`config.mk`:
```
export PLATFORM = sky130hd
export DESIGN_NAME = abg_generator
export DESIGN_NICKNAME = d
export VERILOG_FILES = /design/src/include/abg_pkg.sv /design/src/design/abg_generator.sv
export SDC_FILE = /design/constraint.sdc
export NUM_CORES = 1
export LEC_CHECK = 0
export BUFFER_PORTS_ARGS = -buffer_cell sky130_fd_sc_hd__buf_2
export CAP_MARGIN = 20
export CORE_MARGIN = 5
export CORE_UTILIZATION = 24
export DETAILED_ROUTE_END_ITERATION = 16
export GPL_ROUTABILITY_DRIVEN = 0
export SETUP_SLACK_MARGIN = 0.15
export SYNTH_ARGS = -nofsm -noshare
export SYNTH_HDL_FRONTEND = slang
export SYNTH_SLANG_ARGS = --single-unit
```
`constraint.sdc`:
```
create_clock -name i_clk -period 2.9 [get_ports i_clk]
set_clock_uncertainty 0.2 [all_clocks]
set_input_delay 0.29 -clock i_clk [delete_from_list [all_inputs] [get_ports i_clk]]
set_output_delay 0.29 -clock i_clk [all_outputs]
set_load 0.005 [all_outputs]
```
`src/include/abg_pkg.sv`:
```
/*
  Package for the answer-back sequence generator: row store layout,
  cycle timing, state encoding and the character carrier struct.
  Assumes one 125 MHz clock and a companion start-stop transmitter.
*/
package abg_pkg;

  // ---------------------------------------------------------------
  // store geometry
  // ---------------------------------------------------------------
  localparam int ROWS       = 21;
  localparam int ROW_W      = 5;
  localparam int CODE_W     = 8;
  localparam int LEVELS     = 11;
  localparam logic [4:0] FIRST_ROW = 5'h00;
  localparam logic [4:0] LAST_ROW  = 5'h14;

  // level positions inside one row word
  localparam int LVL_ADV    = 8;
  localparam int LVL_STOP   = 9;
  localparam int LVL_SUPP   = 10;

  // function slot that carries the call character
  localparam logic [3:0] CALL_SLOT = 4'hF;

  // ---------------------------------------------------------------
  // distributor timing
  // ---------------------------------------------------------------
  localparam int CYCLE_NS   = 100000;
  localparam int CLK_NS     = 8;
  localparam int CYCLE_CLKS = CYCLE_NS / CLK_NS;
  localparam int ADV_LEAD   = 16;

  typedef enum logic [1:0] {
    ABG_IDLE = 2'b00,
    ABG_RUN  = 2'b01,
    ABG_LAST = 2'b11
  } abg_state_t;

  typedef struct packed {
    logic [CODE_W-1:0] code;
    logic              shunt;
  } abg_char_t;

endpackage

```
`src/design/abg_generator.sv`:
```
/*
  Answer-back sequence generator: steps a 21-row coded store one row
  per distributor cycle and offers each row before the stop row to the serial transmitter
  through a two-entry buffer.
  Assumes the transmitter merges o_tx_char with keyboard and reader
  sources and honours o_line_shunt while a sequence is running.
*/
`timescale 1ns/10ps

module abg_generator #(
  parameter int CYCLE_CLKS = abg_pkg::CYCLE_CLKS,
  parameter logic [abg_pkg::ROWS*abg_pkg::LEVELS-1:0] STORE = '0
) (
  input  wire logic                      i_clk,
  input  wire logic                      i_arst_n,
  input  wire logic                      i_rx_valid,
  input  wire logic [3:0]                i_rx_slot,
  input  wire logic                      i_rx_local,
  input  wire logic                      i_local_identify_key,
  input  wire logic                      i_ext_trip,
  input  wire logic                      i_tx_ready,
  output logic                           o_tx_valid,
  output abg_pkg::abg_char_t             o_tx_char,
  output logic                           o_line_shunt,
  output logic                           o_busy,
  output logic [abg_pkg::ROW_W-1:0]      o_row
);

  // ---------------------------------------------------------------
  // store lookup
  // ---------------------------------------------------------------
  abg_pkg::abg_state_t           state_reg;
  logic [abg_pkg::ROW_W-1:0]     row_reg;
  logic [abg_pkg::LEVELS-1:0]    row_word;
  logic [31:0]                   cnt_reg;
  logic                          trip_armed_reg;
  logic                          start;
  logic                          call_hit;
  logic                          trip_hit;
  logic                          cyc_end;
  logic                          adv_pt;

  // tine removed means programmed: a set bit marks
  always_comb begin
    row_word = STORE[row_reg*abg_pkg::LEVELS +: abg_pkg::LEVELS];
  end

  // local characters are blocked from sensing the call slot
  assign call_hit = i_rx_valid && !i_rx_local &&
                    (i_rx_slot == abg_pkg::CALL_SLOT);
  assign trip_hit = i_ext_trip && trip_armed_reg;
  assign start    = (state_reg == abg_pkg::ABG_IDLE) &&
                    (call_hit || i_local_identify_key || trip_hit);
  assign cyc_end  = (cnt_reg == 32'(CYCLE_CLKS - 1));
  assign adv_pt   = (cnt_reg == 32'(CYCLE_CLKS - abg_pkg::ADV_LEAD));

  // ---------------------------------------------------------------
  // trip latch
  // ---------------------------------------------------------------
  // must see the input drop before it can start another sequence
  always_ff @(posedge i_clk or negedge i_arst_n) begin
    if (!i_arst_n) begin
      trip_armed_reg <= 1'b0;
    end else if (!i_ext_trip) begin
      trip_armed_reg <= 1'b1;
    end else if (trip_hit && start) begin
      trip_armed_reg <= 1'b0;
    end
  end

  // ---------------------------------------------------------------
  // distributor cycle counter
  // ---------------------------------------------------------------
  // a buffer stall freezes the cycle so no row is skipped
  logic                   buf_in_ready;
  logic                   hold;
  assign hold = cyc_end && !buf_in_ready;

  always_ff @(posedge i_clk or negedge i_arst_n) begin
    if (!i_arst_n) begin
      cnt_reg <= 32'h0000_0000;
    end else if (state_reg == abg_pkg::ABG_IDLE) begin
      cnt_reg <= 32'h0000_0000;
    end else if (hold) begin
      cnt_reg <= cnt_reg;
    end else if (cyc_end) begin
      cnt_reg <= 32'h0000_0000;
    end else begin
      cnt_reg <= cnt_reg + 32'h0000_0001;
    end
  end

  // ---------------------------------------------------------------
  // sequence control
  // ---------------------------------------------------------------
  abg_pkg::abg_state_t    state_next;
  logic                   stop_seen_reg;

  always_comb begin
    state_next = state_reg;
    case (state_reg)
      abg_pkg::ABG_IDLE: begin
        if (start) begin
          state_next = abg_pkg::ABG_RUN;
        end
      end
      abg_pkg::ABG_RUN: begin
        // stop row entered at this cycle's advance: finish the cycle
        if (stop_seen_reg) begin
          state_next = abg_pkg::ABG_LAST;
        end
      end
      abg_pkg::ABG_LAST: begin
        if (cyc_end && !hold) begin
          state_next = abg_pkg::ABG_IDLE;
        end
      end
      default: state_next = abg_pkg::ABG_IDLE;
    endcase
  end

  always_ff @(posedge i_clk or negedge i_arst_n) begin
    if (!i_arst_n) begin
      state_reg <= abg_pkg::ABG_IDLE;
    end else begin
      state_reg <= state_next;
    end
  end

  // row pointer rests on the start row between sequences
  always_ff @(posedge i_clk or negedge i_arst_n) begin
    if (!i_arst_n) begin
      row_reg <= abg_pkg::FIRST_ROW;
    end else if (state_reg == abg_pkg::ABG_IDLE) begin
      row_reg <= abg_pkg::FIRST_ROW;
    end else if (adv_pt && state_reg == abg_pkg::ABG_RUN) begin
      if (row_reg == abg_pkg::LAST_ROW) begin
        row_reg <= abg_pkg::FIRST_ROW;
      end else begin
        row_reg <= row_reg + 5'h01;
      end
    end
  end

  // stop mark of the row entered decides the end
  always_ff @(posedge i_clk or negedge i_arst_n) begin
    if (!i_arst_n) begin
      stop_seen_reg <= 1'b0;
    end else if (state_reg == abg_pkg::ABG_IDLE) begin
      stop_seen_reg <= 1'b0;
    end else if (adv_pt) begin
      stop_seen_reg <= 1'b0;
    end else begin
      stop_seen_reg <= row_word[abg_pkg::LVL_STOP] &&
                       row_reg != abg_pkg::FIRST_ROW;
    end
  end

  // ---------------------------------------------------------------
  // two-entry output buffer
  // ---------------------------------------------------------------
  abg_pkg::abg_char_t     buf_reg [2];
  logic [1:0]             cnt_buf_reg;
  logic                   wr_ptr_reg;
  logic                   rd_ptr_reg;
  logic                   push;
  logic                   pop;
  abg_pkg::abg_char_t     cur_char;
  abg_pkg::abg_char_t     sensed_reg;

  // sensed row becomes one character; first row shunted
  always_comb begin
    cur_char.code  = row_word[abg_pkg::CODE_W-1:0];
    cur_char.shunt = (row_reg == abg_pkg::FIRST_ROW) ||
                     row_word[abg_pkg::LVL_SUPP];
  end

  // latched before the advance: a cycle sends the row it started on
  always_ff @(posedge i_clk or negedge i_arst_n) begin
    if (!i_arst_n) begin
      sensed_reg <= '0;
    end else if (adv_pt && state_reg == abg_pkg::ABG_RUN) begin
      sensed_reg <= cur_char;
    end
  end

  assign buf_in_ready = (cnt_buf_reg != 2'h2);
  assign push = cyc_end && buf_in_ready &&
                (state_reg != abg_pkg::ABG_IDLE);
  assign pop  = (cnt_buf_reg != 2'h0) && i_tx_ready;

  always_ff @(posedge i_clk or negedge i_arst_n) begin
    if (!i_arst_n) begin
      buf_reg[0]  <= '0;
      buf_reg[1]  <= '0;
      wr_ptr_reg  <= 1'b0;
    end else if (push) begin
      buf_reg[wr_ptr_reg] <= sensed_reg;
      wr_ptr_reg          <= ~wr_ptr_reg;
    end
  end

  always_ff @(posedge i_clk or negedge i_arst_n) begin
    if (!i_arst_n) begin
      rd_ptr_reg  <= 1'b0;
      cnt_buf_reg <= 2'h0;
    end else begin
      if (pop) begin
        rd_ptr_reg <= ~rd_ptr_reg;
      end
      cnt_buf_reg <= cnt_buf_reg + {1'b0, push} - {1'b0, pop};
    end
  end

  // ---------------------------------------------------------------
  // outputs
  // ---------------------------------------------------------------
  // nothing queued means spacing, so keyboard traffic is untouched
  assign o_tx_valid = (cnt_buf_reg != 2'h0);
  always_comb begin
    if (cnt_buf_reg != 2'h0) begin
      o_tx_char = buf_reg[rd_ptr_reg];
    end else begin
      o_tx_char = '0;
    end
  end
  // suppression contact only looked at while a word is queued
  assign o_line_shunt = o_tx_valid && o_tx_char.shunt;
  assign o_busy       = (state_reg != abg_pkg::ABG_IDLE);
  assign o_row        = row_reg;

endmodule

```
==> qor.yml <==
global_routing:
  grt_use_met3_pct: 3.48
  met2_usage_pct: 13.9
  grt_max_degree: 48
  grt_pass1_wl_um: 9020
  grt_antenna_before_repair: 0
  first_global_vias: 1877
  grt_use_total_pct: 8.72
  grt-ovfl-total: 0
  top_usage_layer: "met2"
  use_met1_pct: 11.3
drt:
  drtAntennaViolNets: 0
  routed_wl_um: 5360
  vias_per_cell: 4.38
  wl_per_cell_um: 12.1
  drc: 0
  vias: 1941
  first_pass_iters: 4
  drt_iter0_drc: 147
clock_tree:
  ctsRootBufferMaster: "clkbuf_8"
  cts_made_buffers: 5
  htreeDepth: 2
  cts_tree: "done"
  clkTransAtPathRegs_ns: 0.09
  clockBufferDepth: 2
  cts.sinks: 47
  clk_latency_ns: 0.30
yosys:
  synthCells: 258
  syn-cell-area_mm2: 0.00249
  yosysWarningCount: 0
  synth_seq_cells: 47
  synth.largest_area_cell: "dfrtp_1"
  synth-edff-count: 0
  synth_top_area_share_pct: 47.3
  synth_cell_types: 37
  avgSynthCellArea_um2: 9.64
  synth_area_leaders: "dfrtp_1 47%, xor2_1 8.1%, nor2_1 6.0%"
  ys.flop_type: "dfrtp_1"
  ys_async_sr_fraction_pct: 100
  seq_area_frac_synth_pct: 47.3
worst_setup_path:
  worstSetupPathType: "flip-flop to flip-flop"
  end_kind: "flip-flop"
  cp.depth: 8
  critPathBufInv: 1
  critical_path.cell_chain: "or4_4 > or4_4 > or3_4 > ha_4 > inv_2 > ha_4 > xnor2_2 > xnor2_1"
  cp-start-kind: "flip-flop"
  worstPathArrival_ns: 2.81
  r2r_slack_ns: 0.09
  worst-path-max-fanout: 2
  slowest_delay_ns: 0.53
  crit_start: "cnt_reg[3]$_DFFE_PN0P_"
  r2r_start: "cnt_reg[3]$_DFFE_PN0P_"
  reg2reg_depth: 8
  cp_top_family: "simple AND/OR/NAND/NOR gates"
  crit_required_ns: 2.90
  crit_path_end: "cnt_buf_reg[1]$_DFF_PN0_"
  r2r-end: "cnt_buf_reg[1]$_DFF_PN0_"
  cpMaxStageDelayCell: "or4_4"
finish:
  drive_above_1_share_pct: 23.8
  n_antenna_cell: 0
  final_core_util_pct: 30.5
  fin_cells: 443
  fillers: 1078
  final_nets: 323
  area_growth_pct: 25.7
  largest_register_ffs: 32
floorplanning:
  initial_core_util_pct: 24.3
  dieArea_mm2: 0.0125
  die_w_um: 112
  die_y_um: 112
  num_io_pins: 28
  core_area_mm2: 0.0102
  rows: 37
place:
  dp_hpwl_um: 3770
  placed_cells: 426
  port_buffers: 19
power:
  irDropWorstVdd_v: 0.000183
  power_density_mw_per_mm2: 434
  power_leakage_nw: 1.46
sta:
  hold_viol: 0
  slew_headroom_pct: 52.6
  finalCritPeriodShare_pct: 97.1
  fin_crit_ns: 2.81
  setup_tns_ns: 0
  max_freq_mhz: 355
  rsz0062_at_grt: "true"
  setup_viol: 0
  max_slew.worst_pin.slew_ns: 0.708
  drv_slew: 0
run:
  drv_cap: 0
hold_path:
  hp-class: "primary input to flip-flop"
outcome:
  status: "finished, final reports clean"
-- report_power, final --
part	switching, mW	internal, mW
clock	0.228	0.279
sequential	0.0229	0.678
combinational	0.0759	0.0723
total	0.327	1.03
-- layout make-up --
class / instances / area (um^2) / share of cell area [%]
Inverter: 8 / 30.0 / 0.961
Clock buffer: 6 / 82.6 / 2.64
Sequential cell: 47 / 1180 / 37.6
Multi-Input combinational cell: 194 / 1280 / 41.1
Tap cell: 136 / 170 / 5.45
Timing Repair Buffer: 50 / 345 / 11.1
Clock inverter: 2 / 35.0 / 1.12
-- repair_timing --
item	4_1_cts	5_1_grt
gates resized for setup	9	0
pin swaps	10	7
hold buffers	1	1
setup endpoints to repair	1	2
endpoints found under the hold margin	1	13
buffers inserted	4	2
-- layout by cell type (no fill, tap or decap), types with 3 or more instances in the layout --
| master | count |
|---|---|
| xnor2_1 | 9 |
| nand3_1 | 14 |
| and2_1 | 4 |
| buf_2 | 19 |
| nand4_1 | 14 |
| ha_1 | 3 |
| clkbuf_8 | 6 |
| nor3_1 | 3 |
| o21ai_0 | 6 |
| mux2_2 | 3 |
| xor2_1 | 23 |
| nor4_1 | 7 |
| buf_4 | 28 |
| and4_1 | 5 |
| dfrtp_1 | 47 |
| inv_1 | 7 |
| and3_1 | 7 |
| ha_4 | 3 |
| nand2_1 | 15 |
| nor2_1 | 40 |
| a21oi_1 | 4 |
| conb_1 | 8 |
-- cell usage after synthesis, types with 2 or more instances --
cell	instances
dfrtp_1	47
xnor2_1	10
nor4_1	9
nor2_1	40
or3_1	3
ha_1	6
and3_1	7
mux2_2	3
nor3_1	3
clkbuf_1	5
o21ai_0	6
a21oi_1	4
o31ai_1	2
and2_1	4
nor4b_1	2
buf_4	9
nand4_1	14
nand3_1	14
buf_2	2
or4_1	3
nand2_1	16
inv_1	8
xor2_1	23
and4_1	5
-- metrics by stage --
stage | setup WS [ns] | hold slack (ns) | power [mW] | cell area (um^2)
3_5_place_dp | 0.0269 | 0.268 | 0.834 | 2870
6_report | 0.0853 | 0.0659 | 1.36 | 3120
4_1_cts | 0.0454 | 0.0165 | 1.37 | 3080
3_3_place_gp | 0.0613 | 0.258 | 0.828 | 2870
5_1_grt | 0.0225 | 0.101 | 1.43 | 3120
2_1_floorplan | -0.0712 | -0.206 | 0.792 | 2550
-- kinds of logic (layout without fill, tap and decap cells) --
| group | Yosys count | count (layout) | share of synthesized area (%) |
|---|---|---|---|
| DFF | 47 | 47 | 47.3 |
| xor gates and xnor gates | 33 | 33 | 11.6 |
| AOI/OAI and AO/OA | 16 | 16 | 3.83 |
| and+or+nand+nor | 126 | 126 | 26.6 |
| buffers and inverters | 24 | 66 | 5.08 |
| muxes | 5 | 5 | 2.37 |
| adders and majority gates | 6 | 6 | 3.02 |
| other | 1 | 8 | 0.151 |
-- worst min-delay path by stage --
stage                     slack, ns  cells past startpoint                         end                        from
after floorplan               -0.21                      0      buf_reg[0]$_DFFE_PN0P_                    i_arst_n
after global placement         0.26                      2  trip_armed_reg$_DFFE_PN0P_  trip_armed_reg$_DFFE_PN0P_
after detailed placement       0.27                      2  trip_armed_reg$_DFFE_PN0P_  trip_armed_reg$_DFFE_PN0P_
after CTS                      0.02                      1        o_row[1]$_DFFE_PN0P_                    i_arst_n
after global routing           0.10                      3    state_reg[0]$_DFFE_PN0P_        i_local_identify_key
final                          0.07                      3    state_reg[0]$_DFFE_PN0P_        i_local_identify_key
-- metal layers --
metal  vias up  routed length (um)
met4         0                  29
met5         -                   0
met1       936                2600
li1        974                   -
met3         4                 238
met2        27                2490
-- worst register-to-register path: cells and delay by family, from the launching register on --
kind | cells | cell delay [ns]
AND/OR/NAND/NOR | 3 | 1.41
buffers and inverters | 1 | 0.04
flip-flops | 1 | 0.38
adder cells (fa/ha/maj) | 2 | 0.42
XOR/XNOR | 2 | 0.25
Note: power is estimated with default switching activity, not from simulation.
